<file path="src/rtl/dsl_pkg.sv">
// Constants, types and helpers shared by the stop and frequency limiter.
// Assumes frequencies in 0.01 Hz steps, 16 bits wide, and a 100 MHz clock.
//
// Operation
// (RL1) Coast stop: output off at once.
// (RL2) Power braking holds slope on high DC link.
// (RL3) Braking, stall only decelerating; braking wins.
// (RL4) Below start frequency becomes zero.
// (RL5) Everything clamped to maximum frequency.
// (RL6) Limit enable off by default, enables clamping.
// (RL7) Limit settings hidden while limits off.
// (RL8) Speed settings capped at upper limit.
// (RL9) Lower limit default 0.50, upper equals maximum.
// (RL10) Skip bands off by default, never settle inside.
// (RL11) Rising request in band holds at floor.
// (RL12) Ramps pass straight through skip bands.
// (RL13) Three bands, floor not above ceiling.
// (RL14) Default stop ramps down to zero.
// (RL15) Order: clamp, skip hold, start zeroing.
package dsl_pkg;

	// ----------------------------------------
	// Register byte offsets.
	// ----------------------------------------
	localparam logic [7:0] OFS_CTRL = 8'h00;
	localparam logic [7:0] OFS_FREF = 8'h04;
	localparam logic [7:0] OFS_START = 8'h08;
	localparam logic [7:0] OFS_MAX = 8'h0C;
	localparam logic [7:0] OFS_LIM_LO = 8'h10;
	localparam logic [7:0] OFS_LIM_HI = 8'h14;
	localparam logic [7:0] OFS_BASE = 8'h18;
	localparam logic [7:0] OFS_DC_THR = 8'h1C;
	localparam logic [7:0] OFS_BAND = 8'h20; // Floor at +8k, ceiling at +8k+4.
	localparam logic [7:0] OFS_STEP = 8'h38;
	localparam logic [7:0] OFS_STATUS = 8'h3C;
	localparam logic [7:0] OFS_OUT = 8'h40;

	// ----------------------------------------
	// Control bit positions.
	// ----------------------------------------
	localparam int CTRL_RUN = 0;
	localparam int CTRL_STOP_LSB = 1; // Three bits of stop method.
	localparam int CTRL_LIM = 4;
	localparam int CTRL_JUMP = 5;
	localparam int CTRL_STALL = 6;

	// Stop method codes.
	localparam logic [2:0] STOP_DEC = 3'h0;
	localparam logic [2:0] STOP_FREE = 3'h2;
	localparam logic [2:0] STOP_PB = 3'h4;

	// ----------------------------------------
	// Values after reset and setting ranges, in 0.01 Hz apart from the DC link threshold.
	// ----------------------------------------
	localparam logic [15:0] START_RST = 16'h0032;
	localparam logic [15:0] START_MIN = 16'h0001;
	localparam logic [15:0] START_MAX = 16'h03E8;
	localparam logic [15:0] MAX_RST = 16'h1770;
	localparam logic [15:0] MAX_MIN = 16'h0FA0;
	localparam logic [15:0] MAX_MAX = 16'h9C40;
	localparam logic [15:0] LIM_LO_RST = 16'h0032;
	localparam logic [15:0] BASE_RST = 16'h1770;
	localparam logic [15:0] DC_THR_RST = 16'h02EE;
	localparam logic [15:0] STEP_RST = 16'h0001;
	localparam logic [15:0] FLOOR_RST [3] = '{16'h03E8, 16'h07D0, 16'h0BB8};
	localparam logic [15:0] CEIL_RST [3] = '{16'h05DC, 16'h09C4, 16'h0DAC};

	// ----------------------------------------
	// Timing of the ramp tick.
	// ----------------------------------------
	localparam int CLK_PERIOD_NS = 10;
	localparam int RAMP_TICK_NS = 1000;
	localparam int TICK_CYC = RAMP_TICK_NS / CLK_PERIOD_NS;

	// Ramp and stop sequencer states.
	typedef enum logic [1:0] {ST_STOP, ST_RUN, ST_DECEL} dsl_state_e;

	// Clamp a value between two bounds; the lower bound wins if they cross.
	function automatic logic [15:0] sat(input logic [15:0] v, input logic [15:0] lo, input logic [15:0] hi);
		logic [15:0] r;
		r = (v > hi) ? hi : v;
		sat = (r < lo) ? lo : r;
	endfunction : sat

endpackage : dsl_pkg

</file>
<file path="src/rtl/dsl_freq_cond.sv">
// Combinational conditioning of the requested frequency.
// Assumes all settings are already within their legal ranges.
`timescale 1ns/1ns
module dsl_freq_cond
	import dsl_pkg::*;
(
	input wire logic [15:0] req,
	input wire logic [15:0] start_f,
	input wire logic [15:0] max_f,
	input wire logic [15:0] lim_lo,
	input wire logic [15:0] lim_hi,
	input wire logic lim_en,
	input wire logic jump_en,
	input wire logic [15:0] floor_f [3],
	input wire logic [15:0] ceil_f [3],
	output logic [15:0] cond
);
	// Clamp, then skip hold, then start zeroing; the order matters because a
	// band floor below the start frequency must still read as zero.
	always_comb begin
		logic [15:0] c;
		c = 16'h0000;
		c = (req > max_f) ? max_f : req; // see (RL5)
		if (lim_en) begin
			c = sat(c, lim_lo, (lim_hi > max_f) ? max_f : lim_hi); // see (RL6)
		end
		if (jump_en) begin
			for (int k = 0; k < 3; k++) begin
				// A request inside a band waits at its floor until it reaches the ceiling.
				if (c > floor_f[k] && c < ceil_f[k]) begin
					c = floor_f[k]; // see (RL11)
				end
			end
		end
		cond = (c < start_f) ? 16'h0000 : c; // see (RL4) see (RL15)
	end
endmodule : dsl_freq_cond

</file>
<file path="src/rtl/dsl_limiter.sv">
// Speed reference limiter and stop method sequencer, AHB-Lite slave.
// Assumes one AHB-Lite master, single word transfers, 100 MHz REF_CLK.
`timescale 1ns/1ns
module dsl_limiter
	import dsl_pkg::*;
#(
	parameter int FW = 16 // Frequency word width.
) (
	input wire logic REF_CLK,
	input wire logic RST_N,
	input wire logic HSEL,
	input wire logic [31:0] HADDR,
	input wire logic [1:0] HTRANS,
	input wire logic HWRITE,
	input wire logic [2:0] HSIZE,
	input wire logic [31:0] HWDATA,
	input wire logic HREADY,
	output logic [31:0] HRDATA,
	output logic HREADYOUT,
	output logic HRESP,
	input wire logic [15:0] DC_LINK_V,
	input wire logic STALL_REQ,
	output logic OUT_EN,
	output logic [15:0] OUT_FREQ,
	output logic DECEL,
	output logic PB_ACT,
	output logic STALL_ACT
);

	// ----------------------------------------
	// Elaboration check.
	// ----------------------------------------
	if (FW != 16) begin : g_fw_chk
		$error("dsl_limiter supports only a 16-bit frequency word");
	end

	// ----------------------------------------
	// Reset and bus state.
	// ----------------------------------------
	logic rst_n; // Synchronised reset.
	logic wr_pend; // A write data phase is due.
	logic [7:0] wr_addr; // Offset captured in the address phase.
	logic [15:0] wdat; // Low half of the write data.
	logic addr_ok; // Valid address phase this cycle.

	// ----------------------------------------
	// Settings.
	// ----------------------------------------
	logic run_cmd; // Run command from software.
	logic [2:0] stop_m; // Stop method.
	logic lim_en; // Limit enable.
	logic jump_en; // Skip band enable.
	logic stall_sel; // Stall prevention select.
	logic [15:0] fref; // Requested frequency.
	logic [15:0] start_f; // Start frequency.
	logic [15:0] max_f; // Maximum frequency.
	logic [15:0] lim_lo; // Lower limit.
	logic [15:0] lim_hi; // Upper limit.
	logic [15:0] base_f; // Base speed, exempt from upper limit.
	logic [15:0] dc_thr; // DC link threshold for power braking.
	logic [15:0] step; // Ramp step per tick.
	logic [15:0] floor_f [3]; // Band floors.
	logic [15:0] ceil_f [3]; // Band ceilings.

	// ----------------------------------------
	// Sequencer state.
	// ----------------------------------------
	dsl_state_e state; // Stop sequencer state.
	logic [15:0] target; // Conditioned reference.
	logic [$clog2(TICK_CYC)-1:0] tick_cnt; // Ramp tick divider.
	logic tick; // One cycle per ramp step.
	logic pb_hold; // Power braking condition.
	logic stall_hold; // Stall prevention condition.

	dsl_rst_sync u_rst (
		.clk(REF_CLK),
		.arst_n(RST_N),
		.rst_n(rst_n)
	);

	dsl_freq_cond u_cond (
		.req(fref),
		.start_f(start_f),
		.max_f(max_f),
		.lim_lo(lim_lo),
		.lim_hi(lim_hi),
		.lim_en(lim_en),
		.jump_en(jump_en),
		.floor_f(floor_f),
		.ceil_f(ceil_f),
		.cond(target)
	);

	// ----------------------------------------
	// Helpers.
	// ----------------------------------------

	// Cap a speed setting at the upper limit while limits are on.
	function automatic logic [15:0] cap(input logic [15:0] v);
		cap = (lim_en && v > lim_hi) ? lim_hi : v; // see (RL8)
	endfunction : cap

	// One ramp step toward a goal; a step landing in a band is carried through it.
	function automatic logic [15:0] ramp(input logic [15:0] cur, input logic [15:0] goal);
		logic [16:0] up;
		logic [15:0] n;
		up = {1'b0, cur} + {1'b0, step};
		n = cur;
		if (goal > cur) begin
			n = (up > {1'b0, goal}) ? goal : up[15:0];
		end else if (goal < cur) begin
			n = (cur - goal > step) ? cur - step : goal;
		end
		if (jump_en) begin
			for (int k = 0; k < 3; k++) begin
				if (n > floor_f[k] && n < ceil_f[k]) begin
					n = (goal > cur) ? ceil_f[k] : floor_f[k]; // see (RL12)
				end
			end
		end
		ramp = n;
	endfunction : ramp

	// ----------------------------------------
	// AHB-Lite slave.
	// ----------------------------------------
	assign addr_ok = HSEL && HTRANS[1] && HREADY;
	assign wdat = HWDATA[15:0];

	// Zero wait state slave: ready and OKAY are fixed after reset.
	always_ff @(posedge REF_CLK or negedge rst_n) begin
		if (!rst_n) begin
			HREADYOUT <= 1'b1;
			HRESP <= 1'b0;
		end else begin
			HREADYOUT <= 1'b1;
			HRESP <= 1'b0;
		end
	end

	// Capture the write address so the data phase knows its target.
	always_ff @(posedge REF_CLK or negedge rst_n) begin
		if (!rst_n) begin
			wr_pend <= 1'b0;
			wr_addr <= 8'h00;
		end else begin
			wr_pend <= addr_ok && HWRITE;
			wr_addr <= HADDR[7:0];
		end
	end

	// Read data is registered in the address phase so it stands for the data
	// phase; unmapped offsets and hidden limits read as zero.
	always_ff @(posedge REF_CLK or negedge rst_n) begin
		if (!rst_n) begin
			HRDATA <= 32'h0000_0000;
		end else if (addr_ok && !HWRITE) begin
			HRDATA <= 32'h0000_0000;
			if (HADDR[7:0] == OFS_CTRL) begin
				HRDATA[6:0] <= {stall_sel, jump_en, lim_en, stop_m, run_cmd};
			end else if (HADDR[7:0] == OFS_FREF) begin
				HRDATA[15:0] <= fref;
			end else if (HADDR[7:0] == OFS_START) begin
				HRDATA[15:0] <= start_f;
			end else if (HADDR[7:0] == OFS_MAX) begin
				HRDATA[15:0] <= max_f;
			end else if (HADDR[7:0] == OFS_LIM_LO) begin
				HRDATA[15:0] <= lim_en ? lim_lo : 16'h0000; // see (RL7)
			end else if (HADDR[7:0] == OFS_LIM_HI) begin
				HRDATA[15:0] <= lim_en ? lim_hi : 16'h0000; // see (RL7)
			end else if (HADDR[7:0] == OFS_BASE) begin
				HRDATA[15:0] <= base_f;
			end else if (HADDR[7:0] == OFS_DC_THR) begin
				HRDATA[15:0] <= dc_thr;
			end else if (HADDR[7:0] == OFS_STEP) begin
				HRDATA[15:0] <= step;
			end else if (HADDR[7:0] == OFS_STATUS) begin
				HRDATA[4:0] <= {STALL_ACT, PB_ACT, DECEL, OUT_EN, state == ST_RUN};
			end else if (HADDR[7:0] == OFS_OUT) begin
				HRDATA[15:0] <= OUT_FREQ;
			end else begin
				for (int k = 0; k < 3; k++) begin
					if (HADDR[7:0] == OFS_BAND + 8'(8 * k)) begin
						HRDATA[15:0] <= floor_f[k];
					end else if (HADDR[7:0] == OFS_BAND + 8'(8 * k + 4)) begin
						HRDATA[15:0] <= ceil_f[k];
					end
				end
			end
		end
	end

	// ----------------------------------------
	// Setting registers.
	// ----------------------------------------

	// Writes other than to hidden limits are brought into range rather than refused, so
	// software reads back the value the block uses unless the maximum or the limit settings later change.
	always_ff @(posedge REF_CLK or negedge rst_n) begin
		if (!rst_n) begin
			run_cmd <= 1'b0;
			stop_m <= STOP_DEC;
			lim_en <= 1'b0; // see (RL6)
			jump_en <= 1'b0; // see (RL10)
			stall_sel <= 1'b0;
			fref <= 16'h0000;
			start_f <= START_RST; // see (RL4)
			max_f <= MAX_RST; // see (RL5)
			lim_lo <= LIM_LO_RST; // see (RL9)
			lim_hi <= MAX_RST; // see (RL9)
			base_f <= BASE_RST;
			dc_thr <= DC_THR_RST;
			step <= STEP_RST;
			floor_f <= FLOOR_RST; // see (RL13)
			ceil_f <= CEIL_RST;
		end else if (wr_pend) begin
			if (wr_addr == OFS_CTRL) begin
				run_cmd <= wdat[CTRL_RUN];
				stop_m <= wdat[CTRL_STOP_LSB+:3];
				lim_en <= wdat[CTRL_LIM];
				jump_en <= wdat[CTRL_JUMP];
				stall_sel <= wdat[CTRL_STALL];
			end else if (wr_addr == OFS_FREF) begin
				fref <= cap(sat(wdat, 16'h0000, max_f)); // see (RL5)
			end else if (wr_addr == OFS_START) begin
				start_f <= cap(sat(wdat, START_MIN, START_MAX)); // see (RL4)
			end else if (wr_addr == OFS_MAX) begin
				max_f <= sat(wdat, MAX_MIN, MAX_MAX); // see (RL5)
			end else if (wr_addr == OFS_LIM_LO) begin
				// Hidden limits ignore writes while limits are off.
				if (lim_en) begin
					lim_lo <= sat(wdat, 16'h0000, max_f); // see (RL7) see (RL9)
				end
			end else if (wr_addr == OFS_LIM_HI) begin
				if (lim_en) begin
					lim_hi <= sat(wdat, lim_lo, max_f); // see (RL7)
				end
			end else if (wr_addr == OFS_BASE) begin
				base_f <= sat(wdat, 16'h0000, max_f); // see (RL8)
			end else if (wr_addr == OFS_DC_THR) begin
				dc_thr <= wdat;
			end else if (wr_addr == OFS_STEP) begin
				step <= (wdat == 16'h0000) ? STEP_RST : wdat;
			end else begin
				for (int k = 0; k < 3; k++) begin
					if (wr_addr == OFS_BAND + 8'(8 * k)) begin
						floor_f[k] <= cap(sat(wdat, 16'h0000, ceil_f[k])); // see (RL13)
					end else if (wr_addr == OFS_BAND + 8'(8 * k + 4)) begin
						ceil_f[k] <= cap(sat(wdat, floor_f[k], max_f)); // see (RL13)
					end
				end
			end
		end
	end

	// ----------------------------------------
	// Ramp tick.
	// ----------------------------------------
	assign tick = (tick_cnt == '0);

	// Free running divider that paces every ramp step.
	always_ff @(posedge REF_CLK or negedge rst_n) begin
		if (!rst_n) begin
			tick_cnt <= '0;
		end else if (tick) begin
			tick_cnt <= ($clog2(TICK_CYC))'(TICK_CYC - 1);
		end else begin
			tick_cnt <= tick_cnt - 1'b1;
		end
	end

	// ----------------------------------------
	// Braking conditions.
	// ----------------------------------------

	// Both act only while decelerating; braking masks stall prevention.
	assign pb_hold = (state == ST_DECEL) && (stop_m == STOP_PB) && (DC_LINK_V > dc_thr); // see (RL2) see (RL3)
	assign stall_hold = (state == ST_DECEL) && stall_sel && STALL_REQ && !pb_hold; // see (RL3)

	// Status outputs, registered.
	always_ff @(posedge REF_CLK or negedge rst_n) begin
		if (!rst_n) begin
			PB_ACT <= 1'b0;
			STALL_ACT <= 1'b0;
			DECEL <= 1'b0;
		end else begin
			PB_ACT <= pb_hold;
			STALL_ACT <= stall_hold;
			DECEL <= (state == ST_DECEL);
		end
	end

	// ----------------------------------------
	// Stop sequencer and output frequency.
	// ----------------------------------------

	// A held deceleration flattens the slope instead of reaccelerating, which
	// keeps the sequence monotone at the cost of a longer stop.
	always_ff @(posedge REF_CLK or negedge rst_n) begin
		if (!rst_n) begin
			state <= ST_STOP;
			OUT_EN <= 1'b0;
			OUT_FREQ <= 16'h0000;
		end else begin
			case (state)
				ST_STOP: begin
					OUT_FREQ <= 16'h0000;
					if (run_cmd) begin
						state <= ST_RUN;
						OUT_EN <= 1'b1;
					end
				end
				ST_RUN: begin
					if (!run_cmd && stop_m == STOP_FREE) begin
						// Output blocked at once, the load coasts.
						state <= ST_STOP; // see (RL1)
						OUT_EN <= 1'b0; // see (RL1)
						OUT_FREQ <= 16'h0000; // see (RL1)
					end else if (!run_cmd) begin
						state <= ST_DECEL; // see (RL14)
					end else if (tick) begin
						OUT_FREQ <= ramp(OUT_FREQ, target); // see (RL10) see (RL12)
					end
				end
				ST_DECEL: begin
					if (run_cmd) begin
						state <= ST_RUN;
					end else if (OUT_FREQ == 16'h0000) begin
						state <= ST_STOP; // see (RL14)
						OUT_EN <= 1'b0;
					end else if (tick && !pb_hold && !stall_hold) begin
						OUT_FREQ <= ramp(OUT_FREQ, 16'h0000); // see (RL2) see (RL14)
					end
				end
				default: begin
					state <= ST_STOP;
					OUT_EN <= 1'b0;
				end
			endcase
		end
	end

endmodule : dsl_limiter

</file>
<file path="src/rtl/dsl_rst_sync.sv">
// Reset synchroniser for the limiter.
// Assumes an active low asynchronous reset; release follows two clock edges.
`timescale 1ns/1ns
module dsl_rst_sync (
	input wire logic clk,
	input wire logic arst_n,
	output logic rst_n
);
	logic meta; // First stage, read only by the second stage.

	// Assert at once, release through two flops to avoid metastable release.
	always_ff @(posedge clk or negedge arst_n) begin
		if (!arst_n) begin
			meta <= 1'b0;
			rst_n <= 1'b0;
		end else begin
			meta <= 1'b1;
			rst_n <= meta;
		end
	end
endmodule : dsl_rst_sync

</file>
<file path="config.mk">
export PLATFORM = sky130hd
export DESIGN_NAME = dsl_limiter
export DESIGN_NICKNAME = d
export VERILOG_FILES = /design/src/rtl/dsl_pkg.sv /design/src/rtl/dsl_freq_cond.sv /design/src/rtl/dsl_limiter.sv /design/src/rtl/dsl_rst_sync.sv
export SDC_FILE = /design/constraint.sdc
export NUM_CORES = 2
export LEC_CHECK = 0
export BUFFER_PORTS_ARGS = -buffer_cell sky130_fd_sc_hd__buf_2
export CORE_ASPECT_RATIO = 0.75
export CORE_MARGIN = 2
export CORE_UTILIZATION = 65
export DETAILED_ROUTE_END_ITERATION = 12
export PLACE_DENSITY = 0.83
export SETUP_SLACK_MARGIN = 0.3
export SLEW_MARGIN = 20
export SYNTH_ARGS = -nofsm -noshare
export SYNTH_HDL_FRONTEND = slang
export SYNTH_SLANG_ARGS = --single-unit
</file>
<file path="constraint.sdc">
create_clock -name REF_CLK -period 11.6 [get_ports REF_CLK]
set_input_delay 1.16 -clock REF_CLK [delete_from_list [all_inputs] [get_ports REF_CLK]]
set_output_delay 1.16 -clock REF_CLK [all_outputs]
set_load 0.02 [all_outputs]
</file>
==> impl_metrics.env, run 1 <==
export IMPL_dp_cells=6408
export IMPL_synthTopCellsByCount="ha_1 (712), nand2_1 (458), a21oi_1 (369)"
export IMPL_synth_area_leaders="ha_1 (23%), dfrtp_1 (14%), dfstp_2 (5.0%)"
export IMPL_yosys_area_top_type="ha_1"
export IMPL_async_flop_share_pct=100
export IMPL_io_pins=145
export IMPL_cts_path_max_buffers=3
export IMPL_ys_seq_area_share_pct=19.1
export IMPL_cts_sinks=287
export IMPL_die_width_um=283
export IMPL_placed_cell_area_mm2=0.0469
export IMPL_cts_max_level=1
export IMPL_synth_cells=4727
export IMPL_grt_pass1_vias=62900
export IMPL_failing_step="global routing (5_1_grt)"
export IMPL_globalplace_congestion=1.37
export IMPL_ys_flop_type="dfrtp_1"
export IMPL_avgSynthCellArea_um2=8.04
export IMPL_start_util_pct=66.0
export IMPL_grt_remaining_overflow=2603
export IMPL_synth_area_mm2=0.0380
export IMPL_synth_cell_types=102
export IMPL_toolErrorMsg="[ERROR GRT-0116] Global routing finished with congestion. Check the congestion regions in the DRC Viewer."
export IMPL_num_rows=76
export IMPL_synth_edf_count=0
export IMPL_dieHeight_um=213
export IMPL_synth_most_common_cell="ha_1"
export IMPL_track_usage_pct=96.2
export IMPL_root_buffer="clkbuf_16"
export IMPL_cts_hold_buffers=0
export IMPL_hpwl_um=170000
export IMPL_grt_pass1_wl_um=434000
export IMPL_grt_max_degree=157
export IMPL_yosys_warnings=0
export IMPL_portBuffers=82
export IMPL_synth_top_area_share_pct=23.4
export IMPL_ys_ff_latch=287
export IMPL_cts_buffers=31
export IMPL_status="stopped before the end"
==> metrics by stage <==
step / worst slack [ns] / TNS (ns)
3_5_place_dp: -14.74 / -233.65
3_3_place_gp: -13.50 / -214.20
4_1_cts: -13.42 / -213.41
2_1_floorplan: -12.84 / -204.62
==> logic make-up after synthesis <==
family / after synthesis / synth area share [%]
mux: 257 / 7.17
compound gates: 1525 / 26.3
xor+xnor: 39 / 0.899
fa+ha+maj: 715 / 23.6
buf+inv: 528 / 5.47
other cells: 2 / 0.0198
flops: 287 / 19.1
simple gates: 1374 / 17.4
==> metal layers <==
| metal | overflow | track usage, % |
|---|---|---|
| met1 | 369 | 92.6 |
| met2 | 1135 | 105 |
| met3 | 417 | 91.8 |
| met4 | 628 | 98.2 |
| met5 | 54 | 85.0 |
==> timing repair <==
action                                  4_1_cts
resized for setup                           243
cloned                                       10
endpoints found under the setup margin       16
pin swaps                                   116
buffers inserted                            146
==> inputs of run 2 (changes only) <==
--- a/config.mk
+++ b/config.mk
@@ -6,12 +6,10 @@
 export NUM_CORES = 2
 export LEC_CHECK = 0
 export BUFFER_PORTS_ARGS = -buffer_cell sky130_fd_sc_hd__buf_2
-export CORE_ASPECT_RATIO = 0.75
 export CORE_MARGIN = 2
-export CORE_UTILIZATION = 65
+export CORE_UTILIZATION = 40
 export DETAILED_ROUTE_END_ITERATION = 12
-export PLACE_DENSITY = 0.83
-export SETUP_SLACK_MARGIN = 0.3
+export PLACE_DENSITY_LB_ADDON = 0.15
 export SLEW_MARGIN = 20
 export SYNTH_ARGS = -nofsm -noshare
 export SYNTH_HDL_FRONTEND = slang
==> impl_metrics.env, run 2 <==
export IMPL_status="finished with violations"
export IMPL_violations="negative setup slack"
export IMPL_pwr_share_seq_pct=12.6
export IMPL_fmax_mhz=39.0
export IMPL_avgSynthCellArea_um2=8.04
export IMPL_irDropWorstVdd_v=0.000134
export IMPL_num_rows=113
export IMPL_synth_cells=4727
export IMPL_finalCritPeriodShare_pct=221
export IMPL_fillers=8911
export IMPL_worstSetupEndpointType="register"
export IMPL_synth_edf_count=0
export IMPL_required_ns=12.12
export IMPL_layout_common_cells="buf_4 (1,228), ha_1 (666), nand2_1 (442)"
export IMPL_drv_cap=0
export IMPL_via_count=47200
export IMPL_pwr_density_cell_mw_per_mm2=161
export IMPL_crit_path_frequent_cell="buf_4"
export IMPL_skew_ns=0.0703
export IMPL_cts_max_level=2
export IMPL_cts_buffers=40
export IMPL_synth_area_leaders="ha_1 (23%), dfrtp_1 (14%), dfstp_2 (5.0%)"
export IMPL_cts_tree="built"
export IMPL_critPathLaunchType="register"
export IMPL_portBuffers=82
export IMPL_yosys_area_top_type="ha_1"
export IMPL_syn2layout_area_growth_pct=39.8
export IMPL_cts_path_max_buffers=3
export IMPL_core_area_mm2=0.0946
export IMPL_mostFrequentLayoutCell="buf_4"
export IMPL_nets=6746
export IMPL_synthTopCellsByCount="ha_1 (712), nand2_1 (458), a21oi_1 (369)"
export IMPL_critPathMaxFanout=7
export IMPL_worstMarginPinSlew_ns=1.21
export IMPL_cts_hold_buffers=0
export IMPL_first_iter_violations=6377
export IMPL_grt_remaining_overflow=0
export IMPL_rsz0062_at_grt="yes"
export IMPL_worst_hold_path_type="primary input to async pin"
export IMPL_dieArea_mm2=0.0975
export IMPL_multi_input_area_mm2=0.0311
export IMPL_hpwl_um=204000
export IMPL_synth_cell_types=102
export IMPL_cp_slowest_cell="dfstp_2"
export IMPL_root_buffer="clkbuf_16"
export IMPL_io_pins=145
export IMPL_start_util_pct=40.2
export IMPL_drc=0
export IMPL_cp_arrival_ns=26.13
export IMPL_synth_area_mm2=0.0380
export IMPL_final_cells=7252
export IMPL_ys_flop_type="dfrtp_1"
export IMPL_power_leakage_nw=26.8
export IMPL_finalHoldViolCount=0
export IMPL_drv_slew=0
export IMPL_slew_headroom_pct=18.9
export IMPL_antenna_found_initial=23
export IMPL_synth_top_area_share_pct=23.4
export IMPL_cts_sinks=287
export IMPL_p_int_mw=4.64
export IMPL_reg_top3="ceil_f (48), floor_f (48)"
export IMPL_viasPerCell=6.51
export IMPL_ff2ff_setup_slack_ns=-14.01
export IMPL_ys_ff_latch=287
export IMPL_clk_pin_slew_ns=0.06
export IMPL_reg2reg_to="OUT_FREQ[8]"
export IMPL_p_comb_share_pct=71.7
export IMPL_drt_total_wl_um=254000
export IMPL_synth_most_common_cell="ha_1"
export IMPL_drive_above_1_share_pct=33.9
export IMPL_fin_ws_ns=-14.01
export IMPL_r2r_cells=146
export IMPL_power_switching_mw=3.91
export IMPL_yosys_warnings=0
export IMPL_p_clk_share_pct=15.7
export IMPL_ant_nets=0
export IMPL_setup_violations_final=16
export IMPL_wl_per_cell_um=35.0
export IMPL_async_flop_share_pct=100
export IMPL_worstSkewPairLatency_ns=0.65
export IMPL_crit_type="register to register"
export IMPL_dp_cells=6993
export IMPL_first_pass_iters=9
export IMPL_die_width_um=312
export IMPL_ys_seq_area_share_pct=19.1
export IMPL_grt_pass1_wl_um=345000
export IMPL_cp_slowest_stage_delay_ns=0.55
export IMPL_reg2reg_from="max_f[12]"
export IMPL_switching_share_pct=45.8
export IMPL_track_usage_pct=50.4
export IMPL_fin_util_pct=56.2
export IMPL_regArea_mm2=0.00728
export IMPL_grt_pass1_vias=44400
export IMPL_grt_max_degree=132
export IMPL_dieHeight_um=312
export IMPL_min_period_ns=25.61
export IMPL_globalplace_congestion=1.13
==> run 2: cell counts after synthesis <==
No cell type changed its count.
==> run 2: routing by layer <==
layer | vias up | GRT usage [%] | wire [um]
met3 | 939 | 17.9 | 33900
met1 | 22600 | 63.3 | 96700
li1 | 20100 | - | -
met4 | 16 | 37.8 | 23900
met5 | - | 0 | 116
met2 | 3551 | 70.5 | 99400
==> run 2: power groups by stage <==
| stage | logic [mW] | clock network (mW) | registers (mW) |
|---|---|---|---|
| after floorplan | 2.43 | 0 | 1.10 |
| after global placement | 5.12 | 0 | 1.09 |
| after detailed placement | 5.08 | 0 | 1.09 |
| after CTS | 5.78 | 1.33 | 1.08 |
| after global routing | 6.42 | 1.37 | 1.08 |
| final | 6.13 | 1.34 | 1.08 |
==> run 2: timing repair <==
item / 4_1_cts / 5_1_grt
setup endpoints to repair: 16 / 16
setup buffers: 140 / 26
pin swaps: 98 / 86
endpoints found under the hold margin: 0 / 0
gates cloned: 9 / 0
gates resized for setup: 302 / 87
==> run 2: kinds of logic (layout without fill, tap and decap cells) <==
group	Yosys count	after routing	share of synthesized area, %
AO/OA/AOI/OAI	1525	1526	26.3
adder cells (fa/ha/maj)	715	715	23.6
XOR/XNOR	39	39	0.899
other	2	40	0.0198
buffers and inverters	528	1748	5.47
AND/OR/NAND/NOR	1374	1374	17.4
multiplexers	257	258	7.17
flip-flops	287	287	19.1
==> run 2: worst max path at each step <==
stage	start	endpoint	slack [ns]
2_1_floorplan	max_f[12]	OUT_FREQ[3]	-12.84
4_1_cts	max_f[9]	OUT_FREQ[7]	-13.37
5_1_grt	max_f[12]	OUT_FREQ[10]	-14.90
3_5_place_dp	max_f[9]	OUT_FREQ[8]	-15.46
3_3_place_gp	max_f[9]	OUT_FREQ[8]	-15.41
6_report	max_f[12]	OUT_FREQ[8]	-14.01
==> run 2: worst max-delay path, delay by kind of cell, from the launching register on <==
family | cells | cell delay, ns
simple gates | 33 | 6.03
xor+xnor | 1 | 0.15
buf+inv | 51 | 6.87
mux | 3 | 0.75
flops | 1 | 0.55
compound gates | 47 | 8.02
fa+ha+maj | 11 | 3.03
==> run 2: cell type report <==
cell class	count	share of cell area, %
clock inverter	18	0.389
antenna	15	0.0706
clock buffer	56	2.15
sequential	287	13.7
tap	1265	2.98
inverter	300	2.13
timing repair buffer	1374	20.1
multi-input combinational	3937	58.5
==> run 2: per-stage QoR <==
stage	power (mW)	setup slack, ns	hold WS [ns]	cell area [um^2]	TNS (ns)
floorplan	3.54	-12.84	0.331	38700	-204.62
global placement	6.21	-15.41	0.337	48300	-245.06
detailed placement	6.17	-15.46	0.340	48300	-245.90
finish	8.55	-14.01	0.302	53100	-223.35
global route	8.87	-14.90	0.315	53100	-237.52
CTS	8.19	-13.37	0.291	52400	-213.24
Note: power is estimated with default switching activity, not from simulation.
